[src/rtl/pin_mux_pkg.sv]
// constants shared by the debug and reset pin multiplexer
package pin_mux_pkg;

  // ---------------------------------------------------------------
  // register map (byte addresses, low address bits decoded)
  // ---------------------------------------------------------------
  localparam int          ADDR_W           = 8;
  localparam logic [7:0]  OFF_PIN_CFG      = 8'h00;
  localparam logic [7:0]  OFF_PULLUP       = 8'h04;
  localparam logic [7:0]  OFF_STATUS       = 8'h08;

  // ---------------------------------------------------------------
  // field positions
  // ---------------------------------------------------------------
  localparam int          BIT_RST_MUX      = 5;
  localparam int          BIT_DBG_KEEP     = 6;
  localparam int          BIT_PU_CLK       = 8;
  localparam int          BIT_PU_DAT       = 9;
  localparam int          BIT_ST_LOCK      = 0;
  localparam int          BIT_ST_DBG_GPIO  = 1;
  localparam int          BIT_ST_RST_GPIO  = 2;
  localparam int          BIT_ST_RST_LEVEL = 3;

  // ---------------------------------------------------------------
  // reset values
  // ---------------------------------------------------------------
  localparam logic        DBG_KEEP_RESET   = 1'b1;
  localparam logic        RST_MUX_RESET    = 1'b0;
  localparam logic [1:0]  PULLUP_RESET     = 2'h0;

  // ---------------------------------------------------------------
  // pin slots in the synchroniser vectors
  // ---------------------------------------------------------------
  localparam int          PIN_CLK          = 0;
  localparam int          PIN_DAT          = 1;
  localparam int          PIN_RST          = 2;
  localparam int          NUM_PINS         = 3;

  // ---------------------------------------------------------------
  // power-on lock window, counted in low-speed oscillator periods
  // ---------------------------------------------------------------
  localparam int          LOCK_TIME_MS     = 30;
  localparam int          LRC_FREQ_HZ      = 64000;
  localparam int          MS_PER_S         = 1000;
  localparam int          LOCK_TICKS       = LOCK_TIME_MS * LRC_FREQ_HZ / MS_PER_S;
  localparam int          CNT_W            = 16;

  // ---------------------------------------------------------------
  // ahb-lite codes
  // ---------------------------------------------------------------
  localparam logic        HRESP_OKAY       = 1'b0;
  localparam int          HTRANS_ACTIVE    = 1;

endpackage : pin_mux_pkg

[src/rtl/lock_if.sv]
// carrier between the pin multiplexer and its lock window timer
`timescale 1ns/1ns
interface lock_if;
  logic lrc_level;    // synchronised oscillator level
  logic lock_elapsed; // lock window over, sticky

  modport owner (output lrc_level, input lock_elapsed);
  modport timer (input lrc_level, output lock_elapsed);
endinterface : lock_if

[src/rtl/debug_and_reset_pin_mux.sv]
// debug and reset pin multiplexer with its ahb-lite register slave
`timescale 1ns/1ns
// Behaviour
// - debug pins start as debug; writing bit 6 low requests their release
// - released debug clock pin becomes port1 bit8, data pin port1 bit9
// - for 30 ms after power-on both debug pins stay debug
// - an early write waits until the oscillator-timed 30 ms window ends
// - in debug role both pull-ups stay on regardless of software
// - in gpio role pull-ups follow port1 pull-up bits 8 and 9
// - in debug role data pin direction follows the probe and the clock pin is input; in gpio role both follow gpio
// - once released, the probe port is disabled: no debug or download
// - reset pin is active-low reset by default; bit 5 high makes port0 bit2
// - in reset role execution is held while the reset pin is low
// - in gpio role the pin never resets; only power or watchdog do
// - reset pin multiplexing leaves the debug port working
module debug_and_reset_pin_mux #(
  parameter int LOCK_TICKS = pin_mux_pkg::LOCK_TICKS
) (
  input  wire logic        hclk,
  input  wire logic        hresetn,
  // ahb-lite slave
  input  wire logic        hsel,
  input  wire logic [31:0] haddr,
  input  wire logic [1:0]  htrans,
  input  wire logic        hwrite,
  input  wire logic [2:0]  hsize,
  input  wire logic [31:0] hwdata,
  input  wire logic        hready,
  output logic             hreadyout,
  output logic             hresp,
  output logic [31:0]      hrdata,
  // low-speed oscillator
  input  wire logic        low_speed_rc_osc,
  // debug clock pin
  input  wire logic        port1_bit8_pin_i,
  output logic             port1_bit8_pin_o,
  output logic             port1_bit8_pin_oe,
  output logic             port1_bit8_pin_pu,
  // debug data pin
  input  wire logic        port1_bit9_pin_i,
  output logic             port1_bit9_pin_o,
  output logic             port1_bit9_pin_oe,
  output logic             port1_bit9_pin_pu,
  // external reset pin
  input  wire logic        port0_bit2_pin_i,
  output logic             port0_bit2_pin_o,
  output logic             port0_bit2_pin_oe,
  output logic             port0_bit2_pin_pu,
  // debug port side
  output logic             swd_clk,
  output logic             swd_dio_in,
  input  wire logic        swd_dio_out,
  input  wire logic        swd_dio_oe,
  output logic             debug_enable,
  // gpio controller side
  input  wire logic        gpio_p18_out,
  input  wire logic        gpio_p18_oe,
  input  wire logic        gpio_p19_out,
  input  wire logic        gpio_p19_oe,
  input  wire logic        gpio_p02_out,
  input  wire logic        gpio_p02_oe,
  input  wire logic        gpio_p02_pu,
  output logic             gpio_p18_in,
  output logic             gpio_p19_in,
  output logic             gpio_p02_in,
  // reset controller side
  output logic             ext_reset_hold
);

  // --------------------------------------------------------------
  // state
  // --------------------------------------------------------------
  typedef struct packed {
    logic                             wr_pend;
    logic [pin_mux_pkg::ADDR_W-1:0]   wr_addr;
    logic                             dbg_keep;
    logic                             rst_mux;
    logic [1:0]                       pue;
    logic                             dbg_gpio;
    logic [31:0]                      rdata;
    logic [pin_mux_pkg::NUM_PINS-1:0] s1;
    logic [pin_mux_pkg::NUM_PINS-1:0] s2;
    logic                             lrc1;
    logic                             lrc2;
    logic                             p8_o;
    logic                             p8_oe;
    logic                             p8_pu;
    logic                             p9_o;
    logic                             p9_oe;
    logic                             p9_pu;
    logic                             p2_o;
    logic                             p2_oe;
    logic                             p2_pu;
  } state_t;

  state_t q;
  state_t d;

  lock_if lk ();

  logic                           addr_take;
  logic [pin_mux_pkg::ADDR_W-1:0] addr_lo;

  // --------------------------------------------------------------
  // address decode helper
  // --------------------------------------------------------------
  function automatic logic word_hit(
    input logic [pin_mux_pkg::ADDR_W-1:0] a,
    input logic [pin_mux_pkg::ADDR_W-1:0] off
  );
    word_hit = (a == off);
  endfunction : word_hit

  // --------------------------------------------------------------
  // lock window timer
  // --------------------------------------------------------------
  lock_window_timer #(
    .LOCK_TICKS (LOCK_TICKS)
  ) u_timer (
    .hclk    (hclk),
    .hresetn (hresetn),
    .lk      (lk)
  );

  assign lk.lrc_level = q.lrc2;

  // address phase accepted when selected, ready and active
  assign addr_take = hsel && hready && htrans[pin_mux_pkg::HTRANS_ACTIVE];
  assign addr_lo   = haddr[pin_mux_pkg::ADDR_W-1:0];

  // --------------------------------------------------------------
  // next state
  // --------------------------------------------------------------
  always_comb begin
    d = q;

    // two-flop synchronisers for pins and oscillator
    d.s1   = {port0_bit2_pin_i, port1_bit9_pin_i, port1_bit8_pin_i};
    d.s2   = q.s1;
    d.lrc1 = low_speed_rc_osc;
    d.lrc2 = q.lrc1;

    // data phase of a write stores into the registers
    d.wr_pend = 1'b0;
    if (q.wr_pend) begin
      if (word_hit(q.wr_addr, pin_mux_pkg::OFF_PIN_CFG)) begin
        d.dbg_keep = hwdata[pin_mux_pkg::BIT_DBG_KEEP];
        d.rst_mux  = hwdata[pin_mux_pkg::BIT_RST_MUX];
      end else if (word_hit(q.wr_addr, pin_mux_pkg::OFF_PULLUP)) begin
        d.pue = {hwdata[pin_mux_pkg::BIT_PU_DAT],
                 hwdata[pin_mux_pkg::BIT_PU_CLK]};
      end
    end

    // address phase: latch writes, fetch config and pull-up reads from updated values, status from current state
    if (addr_take) begin
      d.wr_pend = hwrite;
      d.wr_addr = addr_lo;
      d.rdata   = '0;
      if (!hwrite) begin
        if (word_hit(addr_lo, pin_mux_pkg::OFF_PIN_CFG)) begin
          d.rdata[pin_mux_pkg::BIT_DBG_KEEP] = d.dbg_keep;
          d.rdata[pin_mux_pkg::BIT_RST_MUX]  = d.rst_mux;
        end else if (word_hit(addr_lo, pin_mux_pkg::OFF_PULLUP)) begin
          d.rdata[pin_mux_pkg::BIT_PU_CLK] = d.pue[0];
          d.rdata[pin_mux_pkg::BIT_PU_DAT] = d.pue[1];
        end else if (word_hit(addr_lo, pin_mux_pkg::OFF_STATUS)) begin
          d.rdata[pin_mux_pkg::BIT_ST_LOCK]      = lk.lock_elapsed;
          d.rdata[pin_mux_pkg::BIT_ST_DBG_GPIO]  = q.dbg_gpio;
          d.rdata[pin_mux_pkg::BIT_ST_RST_GPIO]  = q.rst_mux;
          d.rdata[pin_mux_pkg::BIT_ST_RST_LEVEL] = q.s2[pin_mux_pkg::PIN_RST];
        end
      end
    end

    // release of the debug pins waits for the lock window
    d.dbg_gpio = !q.dbg_keep && lk.lock_elapsed;

    // debug clock pin
    if (q.dbg_gpio) begin
      d.p8_o  = gpio_p18_out;
      d.p8_oe = gpio_p18_oe;
      d.p8_pu = q.pue[0];
    end else begin
      d.p8_o  = 1'b0;
      d.p8_oe = 1'b0;
      d.p8_pu = 1'b1;
    end

    // debug data pin
    if (q.dbg_gpio) begin
      d.p9_o  = gpio_p19_out;
      d.p9_oe = gpio_p19_oe;
      d.p9_pu = q.pue[1];
    end else begin
      d.p9_o  = swd_dio_out;
      d.p9_oe = swd_dio_oe;
      d.p9_pu = 1'b1;
    end

    // reset pin
    if (q.rst_mux) begin
      d.p2_o  = gpio_p02_out;
      d.p2_oe = gpio_p02_oe;
      d.p2_pu = gpio_p02_pu;
    end else begin
      d.p2_o  = 1'b0;
      d.p2_oe = 1'b0;
      d.p2_pu = 1'b1;
    end
  end

  // --------------------------------------------------------------
  // state register; selection bits back to defaults on hard reset
  // --------------------------------------------------------------
  always_ff @(posedge hclk or negedge hresetn) begin
    if (!hresetn) begin
      q          <= '0;
      q.dbg_keep <= pin_mux_pkg::DBG_KEEP_RESET;
      q.rst_mux  <= pin_mux_pkg::RST_MUX_RESET;
      q.pue      <= pin_mux_pkg::PULLUP_RESET;
      q.s1       <= '1;
      q.s2       <= '1;
      q.p8_pu    <= 1'b1;
      q.p9_pu    <= 1'b1;
      q.p2_pu    <= 1'b1;
    end else begin
      q <= d;
    end
  end

  // --------------------------------------------------------------
  // outputs
  // --------------------------------------------------------------
  assign hreadyout = 1'b1;
  assign hresp     = pin_mux_pkg::HRESP_OKAY;
  assign hrdata    = q.rdata;

  assign port1_bit8_pin_o  = q.p8_o;
  assign port1_bit8_pin_oe = q.p8_oe;
  assign port1_bit8_pin_pu = q.p8_pu;
  assign port1_bit9_pin_o  = q.p9_o;
  assign port1_bit9_pin_oe = q.p9_oe;
  assign port1_bit9_pin_pu = q.p9_pu;
  assign port0_bit2_pin_o  = q.p2_o;
  assign port0_bit2_pin_oe = q.p2_oe;
  assign port0_bit2_pin_pu = q.p2_pu;

  // synchronised pin levels for both consumers
  assign swd_clk     = q.s2[pin_mux_pkg::PIN_CLK];
  assign swd_dio_in  = q.s2[pin_mux_pkg::PIN_DAT];
  assign gpio_p18_in = q.s2[pin_mux_pkg::PIN_CLK];
  assign gpio_p19_in = q.s2[pin_mux_pkg::PIN_DAT];
  assign gpio_p02_in = q.s2[pin_mux_pkg::PIN_RST];

  // probe port cut off once the debug pins are released
  assign debug_enable = !q.dbg_gpio;

  // low reset pin holds the core, only in the reset role
  assign ext_reset_hold = !q.rst_mux && !q.s2[pin_mux_pkg::PIN_RST];

  // --------------------------------------------------------------
  // checks
  // --------------------------------------------------------------
  chk_cfg_dbg_write: assert property (
    @(posedge hclk) disable iff (!hresetn)
    q.wr_pend && word_hit(q.wr_addr, pin_mux_pkg::OFF_PIN_CFG)
    |=> q.dbg_keep == $past(hwdata[pin_mux_pkg::BIT_DBG_KEEP]))
    else $error("debug keep bit not written");

  chk_gpio_handover: assert property (
    @(posedge hclk) disable iff (!hresetn)
    q.dbg_gpio |=> port1_bit9_pin_o == $past(gpio_p19_out)
                && port1_bit8_pin_oe == $past(gpio_p18_oe))
    else $error("released debug pins not driven by gpio");

  chk_lock_window_hold: assert property (
    @(posedge hclk) disable iff (!hresetn)
    !lk.lock_elapsed |=> !q.dbg_gpio)
    else $error("debug pins released inside lock window");

  chk_release_after_lock: assert property (
    @(posedge hclk) disable iff (!hresetn)
    lk.lock_elapsed && !q.dbg_keep |=> q.dbg_gpio)
    else $error("debug pins not released after lock window");

  chk_dbg_pullup_on: assert property (
    @(posedge hclk) disable iff (!hresetn)
    !q.dbg_gpio |=> port1_bit8_pin_pu && port1_bit9_pin_pu)
    else $error("pull-up off in debug role");

  chk_gpio_pullup_bits: assert property (
    @(posedge hclk) disable iff (!hresetn)
    q.dbg_gpio |=> port1_bit8_pin_pu == $past(q.pue[0])
                && port1_bit9_pin_pu == $past(q.pue[1]))
    else $error("gpio pull-up ignores enable bits");

  chk_swd_direction: assert property (
    @(posedge hclk) disable iff (!hresetn)
    !q.dbg_gpio |=> !port1_bit8_pin_oe
                 && port1_bit9_pin_oe == $past(swd_dio_oe))
    else $error("debug pin direction wrong");

  chk_probe_cutoff: assert property (
    @(posedge hclk) disable iff (!hresetn)
    q.dbg_gpio |-> !debug_enable)
    else $error("probe port alive after release");

  chk_rst_pin_role: assert property (
    @(posedge hclk) disable iff (!hresetn)
    !q.rst_mux && !q.s2[pin_mux_pkg::PIN_RST] |-> ext_reset_hold)
    else $error("low reset pin does not hold the core");

  chk_rst_gpio_quiet: assert property (
    @(posedge hclk) disable iff (!hresetn)
    q.rst_mux |-> !ext_reset_hold)
    else $error("reset from pin in gpio role");

  chk_rst_mux_debug_ok: assert property (
    @(posedge hclk) disable iff (!hresetn)
    q.rst_mux && !q.dbg_gpio |-> debug_enable)
    else $error("reset pin mux disabled debug");

  chk_cfg_rst_write: assert property (
    @(posedge hclk) disable iff (!hresetn)
    q.wr_pend && word_hit(q.wr_addr, pin_mux_pkg::OFF_PIN_CFG)
    |=> q.rst_mux == $past(hwdata[pin_mux_pkg::BIT_RST_MUX]))
    else $error("reset mux bit not written");

  chk_pullup_write: assert property (
    @(posedge hclk) disable iff (!hresetn)
    q.wr_pend && word_hit(q.wr_addr, pin_mux_pkg::OFF_PULLUP)
    |=> q.pue[0] == $past(hwdata[pin_mux_pkg::BIT_PU_CLK])
     && q.pue[1] == $past(hwdata[pin_mux_pkg::BIT_PU_DAT]))
    else $error("pull-up enable bits not written");

  chk_rst_pin_input: assert property (
    @(posedge hclk) disable iff (!hresetn)
    !q.rst_mux |=> !port0_bit2_pin_oe && port0_bit2_pin_pu)
    else $error("reset pin not a pulled-up input");

  chk_rst_gpio_drive: assert property (
    @(posedge hclk) disable iff (!hresetn)
    q.rst_mux |=> port0_bit2_pin_o == $past(gpio_p02_out)
               && port0_bit2_pin_oe == $past(gpio_p02_oe))
    else $error("gpio does not drive the reset pin");

  chk_rst_release: assert property (
    @(posedge hclk) disable iff (!hresetn)
    q.s2[pin_mux_pkg::PIN_RST] |-> !ext_reset_hold)
    else $error("core held with reset pin high");

endmodule : debug_and_reset_pin_mux

[src/rtl/lock_window_timer.sv]
// counts low-speed oscillator periods to end the power-on lock window
`timescale 1ns/1ns
module lock_window_timer #(
  parameter int LOCK_TICKS = pin_mux_pkg::LOCK_TICKS
) (
  input  wire logic hclk,
  input  wire logic hresetn,
  lock_if.timer     lk
);

  typedef struct packed {
    logic                          prev;
    logic [pin_mux_pkg::CNT_W-1:0] cnt;
    logic                          done;
  } tmr_t;

  tmr_t q;
  tmr_t d;

  localparam logic [pin_mux_pkg::CNT_W-1:0] LAST =
    pin_mux_pkg::CNT_W'(LOCK_TICKS - 1);

  // --------------------------------------------------------------
  // rising edges of the oscillator advance the count
  // --------------------------------------------------------------
  always_comb begin
    d      = q;
    d.prev = lk.lrc_level;
    if (lk.lrc_level && !q.prev && !q.done) begin
      if (q.cnt == LAST) begin
        d.done = 1'b1;
      end else begin
        d.cnt = q.cnt + 1'b1;
      end
    end
  end

  always_ff @(posedge hclk or negedge hresetn) begin
    if (!hresetn) begin
      q <= '0;
    end else begin
      q <= d;
    end
  end

  assign lk.lock_elapsed = q.done;

  chk_lock_sticky_flag: assert property (
    @(posedge hclk) disable iff (!hresetn)
    q.done |=> q.done)
    else $error("lock window flag dropped");

  chk_lock_no_early: assert property (
    @(posedge hclk) disable iff (!hresetn)
    (q.cnt != LAST) |=> !$rose(q.done))
    else $error("lock window ended before the last tick");

endmodule : lock_window_timer

[config.mk]
export PLATFORM = sky130hd
export DESIGN_NAME = debug_and_reset_pin_mux
export DESIGN_NICKNAME = d
export VERILOG_FILES = /design/src/rtl/pin_mux_pkg.sv /design/src/rtl/lock_if.sv /design/src/rtl/debug_and_reset_pin_mux.sv /design/src/rtl/lock_window_timer.sv
export SDC_FILE = /design/constraint.sdc
export NUM_CORES = 1
export LEC_CHECK = 0
export BUFFER_PORTS_ARGS = -buffer_cell sky130_fd_sc_hd__buf_4
export CAP_MARGIN = 20
export CORE_MARGIN = 1.5
export CORE_UTILIZATION = 30
export DETAILED_ROUTE_END_ITERATION = 12
export GPL_TIMING_DRIVEN = 0
export PLACE_DENSITY = 0.61
export SLEW_MARGIN = 10
export SYNTH_ARGS = -nofsm -noshare
export SYNTH_HDL_FRONTEND = slang
export SYNTH_SLANG_ARGS = --single-unit
[constraint.sdc]
create_clock -name hclk -period 2.1 [get_ports hclk]
set_clock_uncertainty 0.1 [all_clocks]
set_input_delay 0 -clock hclk [delete_from_list [all_inputs] [get_ports hclk]]
set_output_delay 0 -clock hclk [all_outputs]
set_load 0.02 [all_outputs]
* Word-level counts from Yosys, hierarchy flattened
Index checks and enable logic that the tools add are counted.
** Word-level totals
- Flip-flop bits (word level) :: 57
- Bits of input ports :: 87
- Output and inout port bits :: 50
- Logic and storage cells :: 62
** Cells by class
- Add/sub/neg operators :: 1
- Eq/ne operators :: 4
- Multiplexer cells :: 17
- Bitwise gates (word level) :: 1
- Reduce and logical (&&, ||, !) cells :: 16
** Operator list (count)
- 4-bit two-way mux :: 5
- 16-bit by 1-bit adder with 16-bit output (second input constant) :: 1
- 16-bit by 11-bit equality test with 1-bit output (second input constant) :: 1
- 8-bit by 3-bit equality test with 1-bit output (second input constant) :: 2
- 8-bit logical NOT :: 2
- 2-bit two-way mux :: 8
- 3-bit two-way mux :: 3
- 9-bit two-way mux :: 1
- 8-bit by 4-bit equality test with 1-bit output (second input constant) :: 1
- 1-bit logical AND :: 6
- 1-bit logical NOT :: 6
- 2-bit AND reduction :: 2
- 1-bit NOT :: 1

* Logic depth before layout (Yosys ltp)
Gate-level depths: netlist (run 1).
- Depth after elaboration :: 7
- Gate-level depth with buffers :: 6

* Modules after synthesis
From an unflattened synthesis (run 1), not the netlist that was laid out.
** Second synthesis, totals
- Cell total of the unflattened synthesis :: 201
- Area, all modules :: 2534.9 sq um
** Modules (own cells, without submodules)
- debug_and_reset_pin_mux :: instances 1, cells an instance 126, area an instance 1657.8 sq um
- lock_window_timer :: instances 1, cells an instance 75, area an instance 877.1 sq um

* Worst setup path after synthesis (run 1)
No wires, ideal clock.
- Kind :: reg2reg
- Start point :: reg u_timer.q[12] in the netlist's numbering
- End point :: reg u_timer.q[2] in the netlist's numbering
- Library setup time :: 0.125 ns
- Arrival time :: 1.465 ns
- Required time :: 1.875 ns
- Slack :: 0.411 ns
- Stages on the path, launching flop included :: 5
- Path buffers :: 0
- Clock period less this slack :: 1.689 ns
- Cell sequence :: dfrtp_1 -> nor4_1 -> nand4_1 -> nand2_1 -> mux2_2
** On the way
- Longest elaborated chain between the ends :: 3
** Ends and longest elaborated chain
- start: declaration :: RTL line lock_window_timer.sv:17 : tmr_t q;
- start signal: assignment :: RTL line lock_window_timer.sv:40 : q <= '0;
- start signal: assignment :: RTL line lock_window_timer.sv:42 : q <= d;
- 16-bit by 11-bit equality test with 1-bit output :: RTL line lock_window_timer.sv:30 : if (q.cnt == LAST) begin
- 1-bit NOT (no source line)
- 2-bit AND reduction (no source line)
No other way between the ends.
A chain may end at the register's enable or synchronous reset.

* Final worst setup path (run 1)
Ends and elaborated chain as after synthesis.

==> results.cfg, run 1 <==
[synthesis]
ys.flop_type = dfrtp_1
netlist_instances = 200
synth_seq_cells = 57
syn-cell-area_um2 = 2504
synthArstFlopShare = 1.000
avgSynthCellArea_um2 = 12.52
yosys-top-cells-area = dfrtp_1 47%, buf_4 11%, dfstp_2 10%
synth_edf_count = 0
yosys.area.top_type_share = 0.4698
ys_types = 36
yosysSeqAreaShare = 0.5747
yosys_warnings = 0
synthDominantAreaCellType = dfrtp_1

[drt]
drt-vias-per-instance = 4.162
vias = 1773
drt_iter0_drc = 60
ant_nets = 0
wirelength_mm = 5.101
drt-wirelength-per-cell_um = 11.97
route.detailed.drc = 0
drt_first_pass_iters = 4

[clock_network]
cts_sinks = 57
numCtsBuffers = 9
cts_tree = built
path_clk_slew_ps = 70
worstSkewPairLatency_ps = 330
cts-root-buf = clkbuf_8
htreeDepth = 3
clock_path_buffers = 2

[critical_path]
end_kind = register
crit_family = simple AND/OR/NAND/NOR gates
critical_path.max_stage_delay_ps = 440
worst-path-buf-inv = 0
crit_fanout = 7
cp-start-kind = register
required_ps = 2210
cp_cell_sequence = nor4_2, nand4_1, nand2_1, mux2_2
arrival_ps = 2040
slowest_stage = dfrtp_1
criticalPathCategory = reg -> reg

[floorplanning]
die_w_um = 94.36
start_util = 0.3078
die_y_um = 94.36
io_pins = 137
coreArea_um2 = 8134
rows = 33
dieArea_um2 = 8903

[grt]
grt_pass1_vias = 1775
grt_pass1_wl_mm = 7.983
grt_max_degree = 58
antenna_found_initial = 0
grt_usage = 0.1195
gr-total-overflow = 0

[min_path]
hold_class = in -> reg

[timing]
slew_headroom = 0.5350
final.period_utilization = 0.9166
tns_ps = 0
hold_viol = 0
worst_slew_pin_slew_ps = 697.5
timing.fmax_mhz = 519.5
rsz0062_at_grt = false
setup_viol = 0
fin_crit_ps = 1925
setup_ws_ps = 175.1
slew_violations = 0

[final_layout]
layout.nets = 404
syn_to_final_growth_pct = 45.23
drive_gt1_frac = 0.4330
n_antenna_cell = 0

[power]
peakVddDrop_v = 0.0002482
leakage_uw = 0.001767
powerDensity_nw_per_um2 = 783.6

[placed_design]
port_buffers = 54
place.gp.congestion = 0.7596
dp_slack_ps = 97.46
hpwl_mm = 3.394

[flow_run]
drv_cap = 0

[outcome]
status = finished, final reports clean
==> cell families after synthesis <==
kind of cell | after synthesis | synth area share
buffers and inverters | 42 | 0.1174
and+or+nand+nor | 59 | 0.1524
AOI/OAI and AO/OA | 12 | 0.03898
DFF | 57 | 0.5747
muxes | 14 | 0.06297
other | 2 | 0.003000
adders and majority gates | 1 | 0.004997
xor gates and xnor gates | 13 | 0.04548
==> sequential cells by signal, summed over array words and instances, names as in the netlist <==
name,count
u_timer.q,17
q,14
hrdata,8
d,4
gpio_p02_in,1
gpio_p18_in,1
gpio_p19_in,1
lk.lrc_level,1
port0_bit2_pin_o,1
port0_bit2_pin_oe,1
port0_bit2_pin_pu,1
port1_bit8_pin_o,1
port1_bit8_pin_oe,1
port1_bit8_pin_pu,1
port1_bit9_pin_o,1
port1_bit9_pin_oe,1
port1_bit9_pin_pu,1
u_timer.lk.lock_elapsed,1
==> layout make-up <==
type | count | area (um2)
fill | 764 | 4498
sequential | 57 | 1439
multi-input combinational | 125 | 867.1
timing repair buffer | 81 | 675.6
buffer | 39 | 282.8
clock buffer | 11 | 151.4
tap | 105 | 131.4
clock inverter | 5 | 77.57
inverter | 3 | 11.26
==> stage by stage <==
stage / hold WS [ps] / util / power [uW] / std cells / instance area (um2)
6_report: 101.4 / 0.4470 / 2849 / 426 / 3636
5_1_grt: 97.24 / 0.4470 / 2999 / 426 / 3636
4_1_cts: 83.61 / 0.4462 / 2882 / 426 / 3630
3_5_place_dp: 5.878 / 0.3849 / 1674 / 383 / 3131
3_3_place_gp: -4.275 / 0.3849 / 1659 / 383 / 3131
2_1_floorplan: -395.6 / - / 1540 / 224 / 2594
==> report_power, final <==
part	switching, uW	internal [uW]
Combinational	172	215
Sequential	96.6	1210
Clock	426	728
Total	695	2150
==> worst paths after layout <==
check | from | end | slack, ps | cells after the start
max | u_timer.q[12] | u_timer.q[2] | 180 | 4
min | hready | hrdata[2] | 100 | 4
max reg2reg | u_timer.q[12] | u_timer.q[2] | 180 | 4
min reg2reg | d[9] | lk.lrc_level | 250 | 0
max in group asynchronous | hresetn | q[49] | 1260 | 2
min in group asynchronous | hresetn | u_timer.q[6] | 160 | 2
==> worst min-delay path, stage by stage <==
cell and delay, ps:
buf_4 110, nand3_1 100, nor4b_2 100, a22o_1 180
==> placed cells by master (no fill, tap or decap), types with 5 or more instances in the layout <==
cell / synthesis / final
nor2_1: 5 / 5
and3_1: 5 / 5
mux2_2: 14 / 14
clkbuf_8: 0 / 11
dfstp_2: 10 / 10
and2_1: 6 / 6
a22o_1: 6 / 6
xnor2_1: 12 / 12
dlygate4sd3_1: 0 / 27
nand3_1: 11 / 11
dfrtp_1: 47 / 47
conb_1: 2 / 26
buf_4: 36 / 90
nand4_1: 8 / 8
==> synth_stat cells, drive strengths merged, types with 4 or more instances <==
cell,n
dfrtp,47
and2,6
xnor2,12
buf,38
nand3,11
and3,5
nor2,5
dfstp,10
nand2b,4
nand2,4
nand4,8
a22o,8
nor4,5
mux2,14
==> repair_timing <==
item | CTS | global route
endpoints found under the hold margin | 79 | 0
gates resized for setup | 0 | 1
hold buffers | 27 | 0
endpoints found under the setup margin | 0 | 1
setup buffers | 0 | 0
==> layer usage <==
| layer | vias to the layer above | routed length, um | GRT usage |
|---|---|---|---|
| met5 | - | 0 | 0 |
| met4 | 0 | 153 | 0.08333 |
| met3 | 15 | 383 | 0.02818 |
| met2 | 70 | 2380 | 0.1978 |
| met1 | 821 | 2183 | 0.1356 |
| li1 | 867 | - | - |
(Power assumes the default switching activity.)
==> inputs of run 2 (changes only) <==
CORE_ASPECT_RATIO = 0.5   (was unset)
PLACE_DENSITY = 0.6   (was 0.61)
SYNTH_HIERARCHICAL = 1   (was unset)
==> results.cfg, run 2 <==
[floorplanning]
dieArea_um2 = 9044
rows = 23
io_pins = 137
coreArea_um2 = 8087
start_util = 0.3135
die_w_um = 133
die_y_um = 68

[timing]
final.period_utilization = 0.8970
hold_viol = 0
slew_violations = 0
rsz0062_at_grt = false
fin_crit_ps = 1884
tns_ps = 0
timing.fmax_mhz = 530.9
worst_slew_pin_slew_ps = 687.1
slew_headroom = 0.5419
setup_viol = 0
hold_ws_ps = 119.1

[final_layout]
layout.nets = 405
multi_input_area_um2 = 897.1
drive_gt1_frac = 0.4410
mostFrequentLayoutCells = 90 x buf_4, 47 x dfrtp_1, 27 x dlygate4sd3_1
layout_commonest_cell = buf_4
ff_latch_area_um2 = 1439
n_antenna_cell = 0
regMostFlops = u_timer/q
final_cell_area_um2 = 3785
largest_reg_flops = 17
finish.utilization = 0.4680
syn_to_final_growth_pct = 49.31
n_fill_cell = 726

[synthesis]
yosys-top-cells-area = dfrtp_1 46%, buf_4 11%, dfstp_2 10%
synth_edf_count = 0
yosysSeqAreaShare = 0.5676
avgSynthCellArea_um2 = 12.61
netlist_instances = 201
synth.most_common_cell = dfrtp_1
ys.flop_type = dfrtp_1
yosys.area.top_type_share = 0.4640
synth_seq_cells = 57
synth_top_cells_by_count = 47 x dfrtp_1, 36 x buf_4, 13 x mux2_2
ys_types = 38
synthArstFlopShare = 1.000
synthDominantAreaCellType = dfrtp_1
syn-cell-area_um2 = 2535
yosys_warnings = 6

[critical_path]
endpoint = u_timer/q[2]
r2r-end = u_timer/q[2]
slowest_stage = dfrtp_1
path_depth = 5
crit_fanout = 8
required_ps = 2200
crit_path_start = u_timer/q[1]
cp_cell_sequence = ha_1, nor4b_2, nand4_2, nand2_1, mux2_1
r2r_slack_ps = 220
crit_family = simple AND/OR/NAND/NOR gates
critical_path.max_stage_delay_ps = 410
reg2reg_from = u_timer/q[1]
cp-start-kind = register
criticalPathCategory = reg -> reg
end_kind = register
reg2reg_depth = 5
arrival_ps = 1980
worst-path-buf-inv = 0

[outcome]
status = finished, final reports clean

[clock_network]
postCtsSetupRepairBufs = 0
clock_path_buffers = 2
holdBufCountCts = 27
post_cts_resized = 0
numCtsBuffers = 9
cts_sinks = 57
cts_tree = built
htreeDepth = 3
cts-root-buf = clkbuf_16
path_clk_slew_ps = 50
worstSkewPairLatency_ps = 310

[grt]
grt_max_degree = 58
gr-total-overflow = 0
grt_usage = 0.1188
grt_pass1_vias = 1797
grt_pass1_wl_mm = 8.176
antenna_found_initial = 0

[power]
finalPower_uw = 3392
leakage_uw = 0.001850
powerDensity_nw_per_um2 = 896.2
peakVddDrop_v = 0.0005152

[drt]
wirelength_mm = 4.973
ant_nets = 0
drt-wirelength-per-cell_um = 11.46
route.detailed.drc = 0
drt_iter0_drc = 62
drt-vias-per-instance = 4.134
vias = 1794
drt_first_pass_iters = 4

[min_path]
min_path_cells = 4
hold_class = in -> reg

[placed_design]
place_area_um2 = 3171
port_buffers = 54
hpwl_mm = 3.351
place.gp.congestion = 0.7439

[flow_run]
drv_cap = 0
[run 2: changes by cell type after synthesis, moves of 3 or more]
cell     delta
nor4b_2     +3
a21oi_1     +3
xnor2_1     -6
nand4_1     -7
[run 2: cell families (layout without fill, tap and decap cells)]
group	after synthesis	after routing	share of synthesized area
and+or+nand+nor	58	58	0.1619
DFF	57	57	0.5676
buffers and inverters	41	138	0.1140
AOI/OAI and AO/OA	19	19	0.05528
muxes	14	14	0.06219
xor gates and xnor gates	9	9	0.03110
other	2	26	0.002963
adders and majority gates	1	1	0.004935
[run 2: power breakdown]
| part | leakage [uW] | internal (uW) | switching, uW | total [uW] |
|---|---|---|---|---|
| Combinational | 0.000961 | 223 | 188 | 411 |
| Sequential | 0.000717 | 1220 | 112 | 1330 |
| Clock | 0.000172 | 1180 | 471 | 1650 |
| Total | 0.00185 | 2620 | 772 | 3390 |
[run 2: worst register-to-register path, stage by stage, from the launching register on]
cell and delay [ps]:
dfrtp_1 410, ha_1 250, nor4b_2 240, nand4_2 250
nand2_1 200, mux2_1 330
[run 2: per-stage QoR]
stage / worst slack (ps) / cells
global placement: 226.1 / 391
global route: 125.4 / 434
CTS: 221.5 / 434
detailed placement: 227.6 / 391
floorplan: 436.4 / 225
finish: 216.4 / 434
[run 2: worst min-delay path by stage]
stage	startpoint	endpoint	slack [ps]
after floorplan	hresetn	d[9]	-400
after global placement	hresetn	u_timer/q[16]	-10
after detailed placement	hresetn	u_timer/q[7]	0.9
after CTS	hready	hrdata[2]	110
after global routing	hready	hrdata[2]	120
final	hready	hrdata[2]	120
[run 2: layer usage]
layer  global-route usage  routed length (um)  vias up
met2               0.2155                2543       67
met5                    0                   0        -
li1                     -                   -      875
met4              0.05357                  82        0
met3              0.05259                 342       12
met1               0.1233                2005      840
[run 2: final cells by class]
cell class / count / share of cell area
Sequential cell: 57 / 0.3802
Multi-Input combinational cell: 127 / 0.2370
Timing Repair Buffer: 81 / 0.1785
Buffer: 38 / 0.07339
Clock buffer: 10 / 0.06314
Tap cell: 112 / 0.03702
Clock inverter: 6 / 0.02777
Inverter: 3 / 0.002975
==> inputs of run 3 (changes only) <==
CORE_UTILIZATION = 44   (was 30)
PLACE_DENSITY = 0.82   (was 0.6)
==> results.cfg, run 3 (synthesis gave the netlist of run 2 again) <==
[placed_design]
place.gp.congestion = 0.7531
hpwl_mm = 3.377
port_buffers = 54
place_area_um2 = 3122
dp_slack_ps = 220.7

[floorplanning]
rows = 19
dieArea_um2 = 6253
io_pins = 137
start_util = 0.4596
die_y_um = 56.67
die_w_um = 110.3
coreArea_um2 = 5515

[clock_network]
htreeDepth = 3
cts_sinks = 57
path_clk_slew_ps = 50
cts-root-buf = clkbuf_16
post_cts_resized = 0
cts_tree = built
numCtsBuffers = 9
worstSkewPairLatency_ps = 330
clock_path_buffers = 2

[final_layout]
layout_commonest_cell = buf_4
layout.nets = 405
syn_to_final_growth_pct = 47.43
mostFrequentLayoutCells = 90 x buf_4, 47 x dfrtp_1, 27 x dlygate4sd3_1
regMostFlops = u_timer/q
final_cell_area_um2 = 3737
n_antenna_cell = 0
drive_gt1_frac = 0.4379
largest_reg_flops = 17
finish.utilization = 0.6776

[min_path]
hold_class = in -> reg
min_path_cells = 4

[critical_path]
cp-start-kind = register
end_kind = register
required_ps = 2200
crit_fanout = 8
critical_path.max_stage_delay_ps = 400
cp_cell_sequence = ha_1, nor4b_2, nand4_2, nand2_1, mux2_1
criticalPathCategory = reg -> reg
slowest_stage = dfrtp_1
reg2reg_depth = 5
arrival_ps = 2030

[timing]
fin_crit_ps = 1926
hold_ws_ps = 143.8
slew_violations = 0
tns_ps = 0
setup_viol = 0
rsz0062_at_grt = false
hold_viol = 0
timing.fmax_mhz = 519.3
setup_ws_ps = 174.2
slew_headroom = 0.5467
final.period_utilization = 0.9170
worst_slew_pin_slew_ps = 679.9

[drt]
ant_nets = 0
drt_first_pass_iters = 4
drt_iter0_drc = 137
drt-wirelength-per-cell_um = 15.39
drt-vias-per-instance = 4.744
wirelength_mm = 6.079
vias = 1874
route.detailed.drc = 0

[flow_run]
drv_cap = 0

[power]
peakVddDrop_v = 0.0006917
powerDensity_nw_per_um2 = 921.2
leakage_uw = 0.001843

[grt]
grt_pass1_vias = 1914
grt_usage = 0.2131
grt_max_degree = 58
gr-total-overflow = 0
antenna_found_initial = 0
grt_pass1_wl_mm = 9.528

[outcome]
status = finished, final reports clean
## run 3: power by group
| part | internal, uW | switching, uW | total, uW |
|---|---|---|---|
| Sequential | 1220 | 120 | 1330 |
| Combinational | 224 | 204 | 428 |
| Clock | 1190 | 494 | 1680 |
## run 3: layer usage
layer / part of all wire / track usage / vias up / wire [um]
met4: 0.025 / 0.1154 / 0 / 153
met5: 0 / 0 / - / 0
met1: 0.40 / 0.2491 / 903 / 2407
li1: - / - / 872 / -
met2: 0.51 / 0.3580 / 84 / 3114
met3: 0.066 / 0.05691 / 15 / 403
## run 3: final cells by class
class | instances | area [um2]
fill | 377 | 1778
buffer | 38 | 277.8
clock buffer | 11 | 242.7
sequential | 57 | 1439
multi-input combinational | 127 | 897.1
tap | 73 | 91.34
clock inverter | 5 | 102.6
timing repair buffer | 81 | 675.6
inverter | 3 | 11.26
## run 3: metrics by stage
step	total power (uW)	instances
2_1_floorplan	1574	225
3_3_place_gp	1690	352
3_5_place_dp	1719	352
4_1_cts	3450	395
5_1_grt	3574	395
6_report	3443	395
## run 3: final timing paths
path / slack (ps) / start / endpoint
max: 170 / u_timer/q[1] / u_timer/q[2]
min: 140 / hready / hrdata[0]
max reg2reg: 170 / u_timer/q[1] / u_timer/q[2]
min reg2reg: 250 / d[9] / lk.lrc_level
max in group asynchronous: 1280 / hresetn / port1_bit9_pin_o
min in group asynchronous: 160 / hresetn / u_timer/q[16]
## run 3: critical path: cells and delay by family (launching register included)
kind	cells	cell delay (ps)
mux	1	320
flops	1	400
simple gates	3	720
fa+ha+maj	1	250
## run 3: repair_timing
item / 4_1_cts / 5_1_grt
hold endpoints to repair: 79 / 0
hold buffers: 27 / 0
buffers inserted: 0 / 0
